`src/rtl/dummy_cycle_pkg.sv`:
```
/*
 * Package for the dummy-cycle pattern table: register indices, field layout,
 * the unmapped read value and the Avalon-MM slave state enumeration.
 * Assumes a 32-bit Avalon-MM bus with word addressing by byte address.
 */
package dummy_cycle_pkg;
   localparam int unsigned ADDR_W = 4;
   localparam int unsigned DATA_W = 32;
   localparam int unsigned PAT_W = 5;
   localparam int unsigned SLOTS = 5;
   localparam int unsigned SLOT_W = 6;
   localparam int unsigned SLOT0_TOP = 31;
   localparam int unsigned RSVD_W = 2;

   // Byte addresses of the words on the register bus
   localparam logic [3:0] ADDR_VDC_CFG = 4'h0;
   localparam logic [3:0] ADDR_UPPER = 4'h4;
   localparam logic [3:0] ADDR_MIDDLE = 4'h8;
   localparam logic [3:0] ADDR_SEL = 4'hC;

   // Variable dummy configuration word fields
   localparam int unsigned CFG_SUP_BIT = 31;
   localparam int unsigned CFG_NBITS_LSB = 27;
   localparam int unsigned CFG_POS_LSB = 23;
   localparam logic [1:0] NBITS_2 = 2'h0;
   localparam logic [1:0] NBITS_3 = 2'h1;
   localparam logic [1:0] NBITS_4 = 2'h2;
   localparam logic [1:0] NBITS_5 = 2'h3;
   localparam logic [2:0] NBITS_MIN = 3'h2;

   // Selection word fields
   localparam int unsigned SEL_IDX_W = 4;
   localparam logic [3:0] SEL_COUNT = 4'hA;

   localparam logic [31:0] READ_UNMAPPED = 32'h0000_0000;

   // One slot: support flag and pattern
   typedef struct packed {
      logic sup;
      logic [4:0] pat;
   } slot_s;

   typedef struct packed {
      logic vdc_sup;
      logic [1:0] nbits;
      logic [3:0] pos;
   } vdc_cfg_s;

   // Slave states, Gray along idle -> answer
   typedef enum logic [1:0] {
      ST_IDLE = 2'h0,
      ST_ANS = 2'h1
   } bus_state_e;
endpackage

```
`src/rtl/dummy_cycle_table.sv`:
```
/*
 * Read-only dummy-cycle discovery table behind an Avalon-MM slave.
 * Holds the variable dummy configuration word and the upper and middle
 * pattern words, plus a read-only word naming the shortest supported count.
 * Assumes a master that holds its request until waitrequest is low.
 */
`timescale 1ns/100ps
`default_nettype none
module dummy_cycle_table #(
   parameter logic VDC_SUP_P = 1'b1,
   parameter logic [1:0] NBITS_P = 2'h2,
   parameter logic [3:0] POS_P = 4'h4,
   parameter logic [29:0] UPPER_P = 30'h2AAA_AAAA,
   parameter logic [29:0] MIDDLE_P = 30'h1555_5555
) (
   input wire logic MCLK_I,
   input wire logic SYS_RST_I,
   input wire logic [3:0] AVS_ADDRESS_I,
   input wire logic AVS_READ_I,
   input wire logic AVS_WRITE_I,
   input wire logic [31:0] AVS_WRITEDATA_I,
   input wire logic [3:0] AVS_BYTEENABLE_I,
   output logic [31:0] AVS_READDATA_O,
   output logic AVS_WAITREQUEST_O
);
   dummy_cycle_pkg::vdc_cfg_s cfg;
   dummy_cycle_pkg::bus_state_e state_r, state_nxt;
   logic [31:0] rdata_r, rdata_nxt;
   logic [31:0] upper_w, middle_w, cfg_w, sel_w;
   logic [3:0] short_idx;

   ////////////////////////////////////////////////////////////////////////
   // Constant configuration description
   always_comb begin
      cfg.vdc_sup = VDC_SUP_P;
      cfg.nbits = NBITS_P;
      cfg.pos = POS_P;
      cfg_w = dummy_cycle_pkg::READ_UNMAPPED;
      cfg_w[dummy_cycle_pkg::CFG_SUP_BIT] = cfg.vdc_sup;
      cfg_w[dummy_cycle_pkg::CFG_NBITS_LSB +: 2] = cfg.nbits;
      cfg_w[dummy_cycle_pkg::CFG_POS_LSB +: 4] = cfg.pos;
   end

   // Both pattern words share one builder; it masks patterns by the count field only, never by support
   dummy_pattern_word #(.SLOTS_P(UPPER_P)) u_upper (
      .nbits_i(cfg.nbits),
      .word_o(upper_w)
   );
   dummy_pattern_word #(.SLOTS_P(MIDDLE_P)) u_middle (
      .nbits_i(cfg.nbits),
      .word_o(middle_w)
   );

   ////////////////////////////////////////////////////////////////////////
   // Shortest supported count as a slot index, 10 when none, so software
   // finds a legal choice without scanning both words
   always_comb begin
      short_idx = dummy_cycle_pkg::SEL_COUNT;
      for (int s = 0; s < 10; s++) begin
         if (s < 5) begin
            if (upper_w[31 - s*6] && cfg.vdc_sup) short_idx = 4'(s);
         end else begin
            if (middle_w[31 - (s-5)*6] && cfg.vdc_sup) short_idx = 4'(s);
         end
      end
      sel_w = {28'h0, short_idx};
   end

   ////////////////////////////////////////////////////////////////////////
   // Slave: request taken in idle, answered one cycle later; writes ignored
   always_comb begin
      state_nxt = state_r;
      rdata_nxt = rdata_r;
      case (state_r)
         dummy_cycle_pkg::ST_IDLE: begin
            if (AVS_READ_I || AVS_WRITE_I) begin
               state_nxt = dummy_cycle_pkg::ST_ANS;
               if (AVS_READ_I) begin
                  case (AVS_ADDRESS_I)
                     dummy_cycle_pkg::ADDR_VDC_CFG: rdata_nxt = cfg_w;
                     dummy_cycle_pkg::ADDR_UPPER: rdata_nxt = upper_w;
                     dummy_cycle_pkg::ADDR_MIDDLE: rdata_nxt = middle_w;
                     dummy_cycle_pkg::ADDR_SEL: rdata_nxt = sel_w;
                     default: rdata_nxt = dummy_cycle_pkg::READ_UNMAPPED;
                  endcase
               end
            end
         end
         dummy_cycle_pkg::ST_ANS: begin
            state_nxt = dummy_cycle_pkg::ST_IDLE;
         end
         default: state_nxt = dummy_cycle_pkg::ST_IDLE;
      endcase
   end

   // Only bus state and read data change on a read; table content is constant
   always_ff @(posedge MCLK_I or posedge SYS_RST_I) begin
      if (SYS_RST_I) begin
         state_r <= dummy_cycle_pkg::ST_IDLE;
         rdata_r <= 32'h0000_0000;
      end else begin
         state_r <= state_nxt;
         rdata_r <= rdata_nxt;
      end
   end

   assign AVS_READDATA_O = rdata_r;
   assign AVS_WAITREQUEST_O = (AVS_READ_I || AVS_WRITE_I) &&
                              (state_r == dummy_cycle_pkg::ST_IDLE);

   ////////////////////////////////////////////////////////////////////////
   // Checks
   property p_up_res;
      @(posedge MCLK_I) disable iff (SYS_RST_I)
      (AVS_READ_I && !AVS_WAITREQUEST_O && AVS_ADDRESS_I == dummy_cycle_pkg::ADDR_UPPER)
      |-> AVS_READDATA_O[1:0] == 2'h0;
   endproperty
   a_up_res: assert property (p_up_res) else $error("upper reserved bits set");

   property p_mid_res;
      @(posedge MCLK_I) disable iff (SYS_RST_I)
      (AVS_READ_I && !AVS_WAITREQUEST_O && AVS_ADDRESS_I == dummy_cycle_pkg::ADDR_MIDDLE)
      |-> AVS_READDATA_O[1:0] == 2'h0;
   endproperty
   a_mid_res: assert property (p_mid_res) else $error("middle reserved bits set");

   property p_up_top;
      @(posedge MCLK_I) disable iff (SYS_RST_I)
      (AVS_READ_I && !AVS_WAITREQUEST_O && AVS_ADDRESS_I == dummy_cycle_pkg::ADDR_UPPER)
      |-> AVS_READDATA_O[31] == UPPER_P[29] && AVS_READDATA_O[7] == UPPER_P[5];
   endproperty
   a_up_top: assert property (p_up_top) else $error("upper flags wrong");

   property p_mid_flag;
      @(posedge MCLK_I) disable iff (SYS_RST_I)
      (AVS_READ_I && !AVS_WAITREQUEST_O && AVS_ADDRESS_I == dummy_cycle_pkg::ADDR_MIDDLE)
      |-> AVS_READDATA_O[25] == MIDDLE_P[23] && AVS_READDATA_O[13] == MIDDLE_P[11];
   endproperty
   a_mid_flag: assert property (p_mid_flag) else $error("middle flags wrong");

   property p_just;
      @(posedge MCLK_I) disable iff (SYS_RST_I)
      cfg.nbits != dummy_cycle_pkg::NBITS_5 |->
      {upper_w[30], upper_w[24], upper_w[18], upper_w[12], upper_w[6]} == 5'h00 &&
      {middle_w[30], middle_w[24], middle_w[18], middle_w[12], middle_w[6]} == 5'h00;
   endproperty
   a_just: assert property (p_just) else $error("pattern not right-justified");

   property p_cfg;
      @(posedge MCLK_I) disable iff (SYS_RST_I)
      (AVS_READ_I && !AVS_WAITREQUEST_O && AVS_ADDRESS_I == dummy_cycle_pkg::ADDR_VDC_CFG)
      |-> AVS_READDATA_O[31] == VDC_SUP_P && AVS_READDATA_O[28:27] == NBITS_P &&
      AVS_READDATA_O[26:23] == POS_P;
   endproperty
   a_cfg: assert property (p_cfg) else $error("configuration word wrong");

   property p_wait;
      @(posedge MCLK_I) disable iff (SYS_RST_I)
      $rose(AVS_READ_I) && state_r == dummy_cycle_pkg::ST_IDLE
      |-> AVS_WAITREQUEST_O ##1 !AVS_WAITREQUEST_O;
   endproperty
   a_wait: assert property (p_wait) else $error("answer not after one cycle");

   property p_stable;
      @(posedge MCLK_I) disable iff (SYS_RST_I)
      AVS_WRITE_I |=> $stable(upper_w) && $stable(middle_w);
   endproperty
   a_stable: assert property (p_stable) else $error("table changed");

   c_up: cover property (@(posedge MCLK_I) AVS_READ_I && !AVS_WAITREQUEST_O &&
      AVS_ADDRESS_I == dummy_cycle_pkg::ADDR_UPPER);
   c_mid: cover property (@(posedge MCLK_I) AVS_READ_I && !AVS_WAITREQUEST_O &&
      AVS_ADDRESS_I == dummy_cycle_pkg::ADDR_MIDDLE);
   c_wr: cover property (@(posedge MCLK_I) AVS_WRITE_I && !AVS_WAITREQUEST_O);
endmodule
`default_nettype wire

```
`src/rtl/dummy_pattern_word.sv`:
```
/*
 * One pattern word built from five support/pattern slots.
 * Assumes pattern inputs are static straps or constants.
 */
`timescale 1ns/100ps
`default_nettype none
module dummy_pattern_word #(
   parameter logic [29:0] SLOTS_P = 30'h0
) (
   input wire logic [1:0] nbits_i,
   output logic [31:0] word_o
);
   logic [31:0] w;

   // Keep only as many low pattern bits as the count field allows
   function automatic logic [4:0] pat_mask(input logic [1:0] nb);
      case (nb)
         dummy_cycle_pkg::NBITS_2: pat_mask = 5'h03;
         dummy_cycle_pkg::NBITS_3: pat_mask = 5'h07;
         dummy_cycle_pkg::NBITS_4: pat_mask = 5'h0F;
         default: pat_mask = 5'h1F;
      endcase
   endfunction

   ////////////////////////////////////////////////////////////////////////
   // Pack slots from bit 31 downward, two reserved bits at the bottom
   always_comb begin
      w = dummy_cycle_pkg::READ_UNMAPPED;
      for (int s = 0; s < dummy_cycle_pkg::SLOTS; s++) begin
         // Top slot lives at 31..26, each next six bits lower
         w[dummy_cycle_pkg::SLOT0_TOP - s*dummy_cycle_pkg::SLOT_W] =
            SLOTS_P[29 - s*6];
         w[(dummy_cycle_pkg::SLOT0_TOP - 1 - s*dummy_cycle_pkg::SLOT_W) -: 5] =
            SLOTS_P[(28 - s*6) -: 5] & pat_mask(nbits_i);
      end
      w[dummy_cycle_pkg::RSVD_W-1:0] = 2'h0;
   end
   assign word_o = w;
endmodule
`default_nettype wire

```
`config.mk`:
```
export PLATFORM = sky130hd
export DESIGN_NAME = dummy_cycle_table
export DESIGN_NICKNAME = d
export VERILOG_FILES = /design/src/rtl/dummy_cycle_pkg.sv /design/src/rtl/dummy_cycle_table.sv /design/src/rtl/dummy_pattern_word.sv
export SDC_FILE = /design/constraint.sdc
export NUM_CORES = 1
export LEC_CHECK = 0
export ABC_AREA = 1
export BUFFER_PORTS_ARGS = -buffer_cell sky130_fd_sc_hd__buf_4
export CORE_MARGIN = 1.5
export CORE_UTILIZATION = 30
export CTS_BUF_LIST = sky130_fd_sc_hd__clkbuf_8
export DETAILED_ROUTE_END_ITERATION = 16
export GPL_TIMING_DRIVEN = 0
export PLACE_DENSITY = 0.93
export SLEW_MARGIN = 20
export SYNTH_ARGS = -nofsm -noshare
export SYNTH_HDL_FRONTEND = slang
export SYNTH_SLANG_ARGS = --single-unit
export TNS_END_PERCENT = 20
```
`constraint.sdc`:
```
create_clock -name MCLK_I -period 1.35 [get_ports MCLK_I]
set_input_delay 0.2025 -clock MCLK_I [delete_from_list [all_inputs] [get_ports MCLK_I]]
set_output_delay 0.2025 -clock MCLK_I [all_outputs]
set_load 0.01 [all_outputs]
```
==> metrics, run 1 <==
status complete, no violations; CP startpoint AVS_READDATA_O[29]; post-layout util 0.5487; P_leak 0.5232 nW; Synth Area in Compound Gates 0; Mapped Avg Cell Area 7.774 um^2; TritonCTS clock tree yes; Fmax 832.4 MHz; CTS Buf Count 3; Die Y 42.76 um; R2R Path End AVS_READDATA_O[2]; power per cell area 874.5 mW/mm^2; Final Wtd Congestion 0.7800; Hold Slack 217.3 ps; Min-Delay Path Depth 3; Pre-Repair DR Iteration Count 2; Area Growth Syn to Fin 72.30%; post-synthesis simple-gate area fraction 0.2084; core area 0.001489 mm^2; initial antenna violation count 0; VDD IR-drop max 0.5546 mV; layout cells sized above 1 0.6538; largest family of logic cells by synthesized area buffers and inverters; H-Tree Depth 1; initial core utilization 0.3185; Total Routing Usage GR 0.1212; most frequent cells in the layout buf_4, nand2_1, conb_1; wire per inst 8.175 um; mux cell area share after synthesis 0; routed vias 462; CP Capture Point AVS_READDATA_O[21]; CP Capture Type output port; residual DRC count 0; setup TNS 0 ps; crit path DAT 1000 ps; largest net degree at the start of global routing 15; Post-Synth Adder-Cell Area 0; Slew Viols, Final 0; Seq/Total Area, Yosys 0.3166; Syn Inst Count 61; critical path type reg2out; Layout Skew 1.366 ps; vias per inst 3.850; nets 150; IO buf count 33; WP data required 1150 ps; Ports 77; post-CTS setup buffers 0; Worst R2R Setup Slack 460 ps; DRT Wirelength 981 um; Die ar. 0.001828 mm^2; RSZ-0062 raised after global routing no; root buf cell clkbuf_8; most common cell after layout, fill and taps aside buf_4; Reg2Reg Launch Point state_r[0]; Die Span X 42.76 um; ANT nets after route 0; hold crit path type in2reg; first-pass GRT wire length 1.656 mm; Clock Latency Late Sink 220 ps; CP startpoint kind flip-flop; Max Fanout on Critical Path 14; Setup Viol. Count Final 0; Reg clk slew, reported paths 30 ps; post-synth cell types 10; # diodes 0; clock tree buffer depth 2; Synth Area in XOR/XNOR 0; synth warn 0; fin crit period 1201 ps; FF+latch count, synth 6; clock sinks 6; initial DRC count 2; # rows 14; FF-to-FF path depth 4; Detail Placement HPWL 804.7 um; vias in the first global route 396; synthesized area 474.2 um^2; endpoints failing hold 0; total global routing overflow 0; Max Cap Violations 0; period utilisation layout 0.8899
==> state kept, by name, indices dropped and copies added, names as in the netlist <==
register	flops
AVS_READDATA_O	5
state_r	1
==> where the power goes <==
group,internal [W],switching [W],leakage [nW]
clock,0.000191,0.0000744,0.0216
sequential,0.000196,0.0000196,0.0783
combinational,0.000140,0.0000930,0.423
total,0.000528,0.000187,0.523
==> Yosys cell counts <==
cell	count	area [um^2]
buf_4	27	202.7
conb_1	1	3.750
dfrtp_1	6	150.1
inv_1	3	11.26
inv_2	2	7.510
nand2_1	10	37.54
nand3_1	5	25.02
nor2_1	5	18.77
nor2_2	1	6.260
nor2_4	1	11.26
==> area by class of cell <==
class | count | area (um^2)
fill | 156 | 671.9
timing repair buffer | 34 | 257.7
multi-input combinational | 29 | 125.1
buffer | 27 | 202.7
tap | 16 | 20.02
clock buffer | 3 | 41.29
sequential | 6 | 151.4
inverter | 5 | 18.77
==> through the flow <==
stage | setup slack, ps | power [W] | instances | area, um^2
3_3_place_gp | 339.8 | 0.0004428 | 116 | 764.5
3_5_place_dp | 295.1 | 0.0004497 | 116 | 764.5
6_report | 148.6 | 0.0007145 | 120 | 817.0
4_1_cts | 59.24 | 0.0007219 | 120 | 815.8
2_1_floorplan | 411.9 | 0.0003461 | 67 | 496.7
5_1_grt | 114.0 | 0.0007577 | 120 | 817.0
==> logic make-up (layout without fill, tap and decap cells) <==
kind of cell,Yosys count,in the layout
other,1,7
DFF,6,6
and+or+nand+nor,22,22
buffers and inverters,32,69
==> per-layer routing <==
layer  share of wire  GRT usage  up-vias
met5               0          0        -
met4           0.037    0.09375        0
met3            0.20    0.03404        4
met2            0.40     0.2030       37
met1            0.36     0.1250      186
li1                -          -      235
==> what timing repair did <==
action,CTS,global route
gates resized for setup,0,1
endpoints found under the setup margin,0,1
hold buffers,1,0
hold endpoints to repair,6,0
==> critical path: stages, from the launching register on <==
cell and delay [ps]:
dfrtp_2 480, buf_4 160, buf_4 130
==> worst min path at each step <==
stage / startpoint / end / slack (ps)
6_report: AVS_WRITE_I / state_r[0] / 220
5_1_grt: AVS_WRITE_I / state_r[0] / 250
2_1_floorplan: SYS_RST_I / AVS_READDATA_O[25] / -7
4_1_cts: AVS_WRITE_I / state_r[0] / 220
3_5_place_dp: SYS_RST_I / AVS_READDATA_O[26] / 140
3_3_place_gp: SYS_RST_I / AVS_READDATA_O[29] / 130
Power figures use the tool's default switching activity.
==> run 2, diff against run 1 <==
--- a/config.mk
+++ b/config.mk
@@ -8,11 +8,11 @@
 export ABC_AREA = 1
 export BUFFER_PORTS_ARGS = -buffer_cell sky130_fd_sc_hd__buf_4
 export CORE_MARGIN = 1.5
-export CORE_UTILIZATION = 30
+export CORE_UTILIZATION = 26
 export CTS_BUF_LIST = sky130_fd_sc_hd__clkbuf_8
 export DETAILED_ROUTE_END_ITERATION = 16
 export GPL_TIMING_DRIVEN = 0
-export PLACE_DENSITY = 0.93
+export PLACE_DENSITY = 0.86
 export SLEW_MARGIN = 20
 export SYNTH_ARGS = -nofsm -noshare
 export SYNTH_HDL_FRONTEND = slang
==> constraint.sdc (replaced) <==
create_clock -name MCLK_I -period 1.03 [get_ports MCLK_I]
set_input_delay 0.1545 -clock MCLK_I [delete_from_list [all_inputs] [get_ports MCLK_I]]
set_output_delay 0.1545 -clock MCLK_I [all_outputs]
set_load 0.01 [all_outputs]
==> metrics, run 2 (synthesis results as in run 1) <==
status complete, but fails checks; violated checks negative setup slack; Slew Viols, Final 0 (unchanged); most common cell after layout, fill and taps aside buf_4; Final Wtd Congestion 0.7926 (+1.6%); vias per inst 3.545 (-7.9%); dpl ws 18.41 ps (-276.7 ps); ANT nets after route 0 (unchanged); layout cells sized above 1 0.6729 (+0.01905); RSZ-0062 raised after global routing yes; period utilisation layout 1.116; Die ar. 0.002089 mm^2 (+14%); # rows 15 (+1); max reg flops 5 (unchanged); routed vias 468 (+1.3%); VDD IR-drop max 0.5832 mV (+5.2%); crit path DAT 990 ps (about the same); initial DRC count 5 (+3); H-Tree Depth 1 (unchanged); Total Routing Usage GR 0.1221 (+0.0009909); Clock Latency Late Sink 220 ps (about the same); Area Growth Syn to Fin 102.6%; vias in the first global route 424 (+7.1%); hold crit path type in2reg; # diodes 0 (unchanged); DRT Wirelength 1.102 mm (+12%); WP data required 880 ps (-270 ps); CP Capture Type output port; clock tree buffer depth 2 (unchanged); TritonCTS clock tree yes; setup TNS -1802 ps (-1802 ps); fin crit period 1149 ps; Max Cap Violations 0 (unchanged); P_leak 0.5603 nW (+7.1%); CP startpoint kind flip-flop; first-pass GRT wire length 1.738 mm (+5.0%); Die Y 45.71 um (+6.9%); residual DRC count 0 (unchanged); Setup WS post-layout -119.0 ps (-267.6 ps); largest net degree at the start of global routing 10 (-5); Reg clk slew, reported paths 40 ps (about the same); Setup Viol. Count Final 20 (+20); Pre-Repair DR Iteration Count 2 (unchanged); Final Power 0.001007 W (+41%); Fmax 870.3 MHz; endpoints failing hold 0 (unchanged); total global routing overflow 0 (unchanged); IO buf count 33 (unchanged); Die Span X 45.71 um (+6.9%); Max Fanout on Critical Path 7 (-7); wire per inst 8.348 um (+2.1%); post-layout util 0.5565 (+0.007783); core area 0.001727 mm^2 (+16%); Fillers 164 (+5.1%); most frequent cells in the layout buf_4, buf_6, nand2_1, conb_1; nets 153 (+2.0%); initial core utilization 0.2746 (-0.04385); Layout Skew 1.272 ps (-0.09376 ps); critical path type reg2out; Ports 77 (unchanged); clock sinks 6 (unchanged); power per cell area 1048 mW/mm^2 (+20%); root buf cell clkbuf_8; Detail Placement HPWL 778.3 um (-3.3%); initial antenna violation count 0 (unchanged); CTS Buf Count 3 (unchanged)
run 2: changes by cell type in the layout (fill, tap and decap cells not counted), sizes merged:
cell / before / now
buf: 60 / 63
run 2: report_power, final:
group | total [W] | internal [W] | switching (W)
clock | 0.000352 | 0.000251 | 0.000101
combinational | 0.000377 | 0.000233 | 0.000144
sequential | 0.000278 | 0.000258 | 0.0000197
run 2: through the flow:
step	hold WS, ps	cell area [um^2]	instances
floorplan	-54.54	496.7	67
global placement	76.60	775.7	125
detailed placement	88.32	775.7	125
CTS	171.3	957.2	132
global route	199.3	960.9	132
finish	174.3	960.9	132
run 2: area by class of cell:
| cell class | count | area, um^2 | area share |
|---|---|---|---|
| inverters | 5 | 18.77 | 0.01953 |
| flip-flops and latches | 6 | 152.6 | 0.1589 |
| well taps | 25 | 31.28 | 0.03255 |
| multi-input cells | 29 | 125.1 | 0.1302 |
| clock buffers | 3 | 41.29 | 0.04297 |
| plain buffers | 27 | 251.5 | 0.2617 |
| repair buffers | 37 | 340.3 | 0.3542 |
run 2: worst paths after layout:
check                      depth (start not counted)  slack, ps                  to                from
setup / recovery                                   3       -120  AVS_READDATA_O[29]  AVS_READDATA_O[29]
hold / removal                                     3        170          state_r[0]         AVS_WRITE_I
setup reg to reg                                   4        140   AVS_READDATA_O[2]          state_r[0]
hold reg to reg                                    2        470  AVS_READDATA_O[28]  AVS_READDATA_O[28]
max in group asynchronous                          3        420  AVS_READDATA_O[26]           SYS_RST_I
min in group asynchronous                          3        410          state_r[0]           SYS_RST_I
run 2: per-layer routing:
layer  share of wire  global-route usage
met3            0.12             0.03571
met2            0.50              0.2310
met4           0.019             0.08571
met1            0.36              0.1071
met5               0                   0
run 2: worst max-delay path: stages (launching register included):
cell	delay, ps
dfrtp_2	400
buf_6	140
buf_6	110
buf_6	110
run 2: repair_timing:
action / 4_1_cts / 5_1_grt
endpoints found under the hold margin: 6 / 0
pin swaps: 1 / 0
hold buffers: 1 / 0
gates resized for setup: 31 / 1
endpoints found under the setup margin: 22 / 22
setup buffers: 3 / 0
==> run 3, diff against run 2 <==
--- a/config.mk
+++ b/config.mk
@@ -8,13 +8,14 @@
 export ABC_AREA = 1
 export BUFFER_PORTS_ARGS = -buffer_cell sky130_fd_sc_hd__buf_4
 export CORE_MARGIN = 1.5
-export CORE_UTILIZATION = 26
+export CORE_UTILIZATION = 40
 export CTS_BUF_LIST = sky130_fd_sc_hd__clkbuf_8
 export DETAILED_ROUTE_END_ITERATION = 16
 export GPL_TIMING_DRIVEN = 0
-export PLACE_DENSITY = 0.86
+export PLACE_DENSITY = 0.77
 export SLEW_MARGIN = 20
 export SYNTH_ARGS = -nofsm -noshare
 export SYNTH_HDL_FRONTEND = slang
+export SYNTH_HIERARCHICAL = 1
 export SYNTH_SLANG_ARGS = --single-unit
 export TNS_END_PERCENT = 20
==> metrics, run 3 <==
initial DRC count 81 (+76); status complete, but fails checks; Fmax 908.7 MHz (+4.4%); TritonCTS clock tree yes; layout cells sized above 1 0.3409 (-0.3320); Pre-Repair DR Iteration Count 4 (+2); Die ar. 0.006100 mm^2 (+190%); Slowest-stage cell, CP dfrtp_2; worst path cell trace nor2_4, clkinv_4, buf_6, a21o_1; vias in the first global route 1761 (+320%); nets 441 (+190%); total global routing overflow 0 (unchanged); Final Wtd Congestion 0.8904 (+12%); Mapped Avg Cell Area 7.545 um^2 (-2.9%); largest net degree at the start of global routing 34 (+24); fin crit period 1100 ps (-48.52 ps); FF-to-FF path depth 4 (unchanged); R2R Path End AVS_READDATA_O[2]; Seq/Total Area, Yosys 0.3661 (+0.04943); endpoints failing hold 33 (+33); Post-synth EDFFs 0 (unchanged); clock tree buffer depth 2 (unchanged); top_reg_cell synth dfrtp_1; violated checks negative hold slack, negative setup slack; hold crit path type in2async; setup TNS -1155 ps (+647.0 ps); power per cell area 1043 mW/mm^2 (-0.47%); post-synth cell types 24 (+14); most common cell after layout, fill and taps aside nand2_1; initial antenna violation count 0 (unchanged); Setup WS post-layout -70.45 ps (+48.52 ps); CP max stage delay 430 ps (+30 ps); cts hold-fix bufs 0 (-1); synth warn 6 (+6); Die Span X 78.10 um (+71%); initial core utilization 0.4122 (+0.1376); H-Tree Depth 2 (+1); Buf/Inv on CP 2 (-1); Post-synth ARST share 1.000 (unchanged); VDD IR-drop max 0.4449 mV (-24%); CP startpoint kind flip-flop; # diodes 0 (unchanged); Placed Area 0.002845 mm^2 (+270%); Ports 77 (unchanged); FF+latch count, synth 33 (+27); Area Growth Syn to Fin 32.83%; Detail Placement HPWL 3.297 mm (+320%); Least-Margin Pin Slew 684.4 ps; Die Y 78.10 um (+71%); CP Capture Type flip-flop; Synth top area share 0.3661 (-0.06138); CP startpoint state_r[0]; Stages on worst setup path 4 (+1); # rows 27 (+12); Max Fanout on Critical Path 5 (-2); Hold Slack -16.56 ps (-190.9 ps); residual DRC count 0 (unchanged); clock sinks 33 (+27); dpl ws -241.6 ps (-260.0 ps); core area 0.005473 mm^2 (+220%); first-pass GRT wire length 7.831 mm (+350%); CP Capture Point AVS_READDATA_O[2]; Post-Layout Inst Area 0.002997 mm^2 (+210%); Reg2Reg Launch Point state_r[0]; Reg clk slew, reported paths 60 ps (+20 ps); IO buf count 40 (+21%); root buf cell clkbuf_8; crit path DAT 1270 ps (+280 ps); critical path type reg2reg; vias per inst 4.096 (+16%); top post-synthesis cells by count nand2_1, buf_4, dfrtp_1; slew margin rel. 0.5431; wire per inst 9.701 um (+16%); Layout Skew 4.067 ps (+2.795 ps); Area contributors post-synth dfrtp_1, buf_4, nand2_1, a22o_1, inv_1; WP data required 1200 ps (+320 ps); Total Routing Usage GR 0.1643 (+0.04213); RSZ-0062 raised after global routing yes; Max Cap Violations 0 (unchanged); Yosys top cell by area dfrtp_1; DRT Wirelength 4.540 mm (+310%); CTS Buf Count 5 (+2); Slew Viols, Final 0 (unchanged); max reg flops 32 (+27); Clock Latency Late Sink 280 ps (+60 ps); most frequent cells in the layout nand2_1, buf_4, conb_1, dfrtp_1, a22o_1; synthesized area 0.002256 mm^2 (+380%); P_leak 1.816 nW (+220%); Placed Instances 459 (+270%); period utilisation layout 1.068 (-0.04711); most frequent cell after synthesis nand2_1; Worst R2R Setup Slack -70 ps (-210 ps); Post-Layout Cell Count 468 (+250%); Setup Viol. Count Final 33 (+65%); ANT nets after route 0 (unchanged); Syn Inst Count 299 (+390%); routed vias 1917 (+310%); family with the most delay on the worst path flip-flops
## run 3: cell count changes in the layout (fill, tap and decap cells not counted), moves of 3 or more
cell,before,now
buf_6,29,7
a22o_1,0,23
nand2_1,10,112
o22ai_1,0,3
buf_8,0,3
conb_1,7,54
o21ai_0,0,4
inv_1,3,15
dfrtp_1,4,32
buf_4,34,103
## run 3: worst min-delay path by stage
| stage | to | slack [ps] | cells after the start |
|---|---|---|---|
| final | AVS_READDATA_O[18] | -20 | 2 |
| after global routing | AVS_READDATA_O[10] | 40 | 2 |
| after CTS | AVS_READDATA_O[7] | 10 | 2 |
| after detailed placement | AVS_READDATA_O[18] | 310 | 2 |
| after global placement | state_r[0] | 390 | 3 |
| after floorplan | AVS_READDATA_O[0] | 280 | 1 |
## run 3: cells by family (layout without fill, tap and decap cells)
family / Yosys count / after routing / synth area share
flops: 33 / 33 / 0.3661
other cells: 6 / 54 / 0.009983
simple gates: 128 / 128 / 0.2219
buf+inv: 94 / 143 / 0.2740
compound gates: 38 / 38 / 0.1281
## run 3: power by group
part           internal [W]  switching, W  total (W)
clock network      0.000444      0.000443   0.000887
logic              0.000427      0.000372   0.000799
registers           0.00139     0.0000519    0.00144
## run 3: layer usage
| metal | GRT usage | share of wire | up-vias |
|---|---|---|---|
| met5 | 0 | 0 | - |
| met4 | 0.05714 | 0.017 | 0 |
| met3 | 0.03488 | 0.035 | 8 |
| met2 | 0.2930 | 0.51 | 32 |
| met1 | 0.1944 | 0.44 | 859 |
| li1 | - | - | 1018 |
## run 3: repair_timing
item                                    in CTS  in global routing
endpoints found under the setup margin      33                 33
pin swaps                                    4                  4
hold endpoints to repair                     0                  0
resized for setup                           12                  7
setup buffers                                3                  0
## run 3: area by class of cell
cell class,instances,area [um^2]
Clock inverter,1,5.005
Fill cell,552,2476
Inverter,21,86.33
Timing Repair Buffer,43,326.6
Multi-Input combinational cell,220,1008
Tap cell,72,90.09
Clock buffer,5,68.82
Sequential cell,33,827.0
Buffer,73,584.3
## run 3: through the flow
step	power, W	util	hold WS, ps
2_1_floorplan	0.001959	-	283.4
3_3_place_gp	0.002175	0.5199	385.7
3_5_place_dp	0.002188	0.5199	313.0
4_1_cts	0.003137	0.5457	9.795
5_1_grt	0.003337	0.5476	44.26
6_report	0.003125	0.5476	-16.56
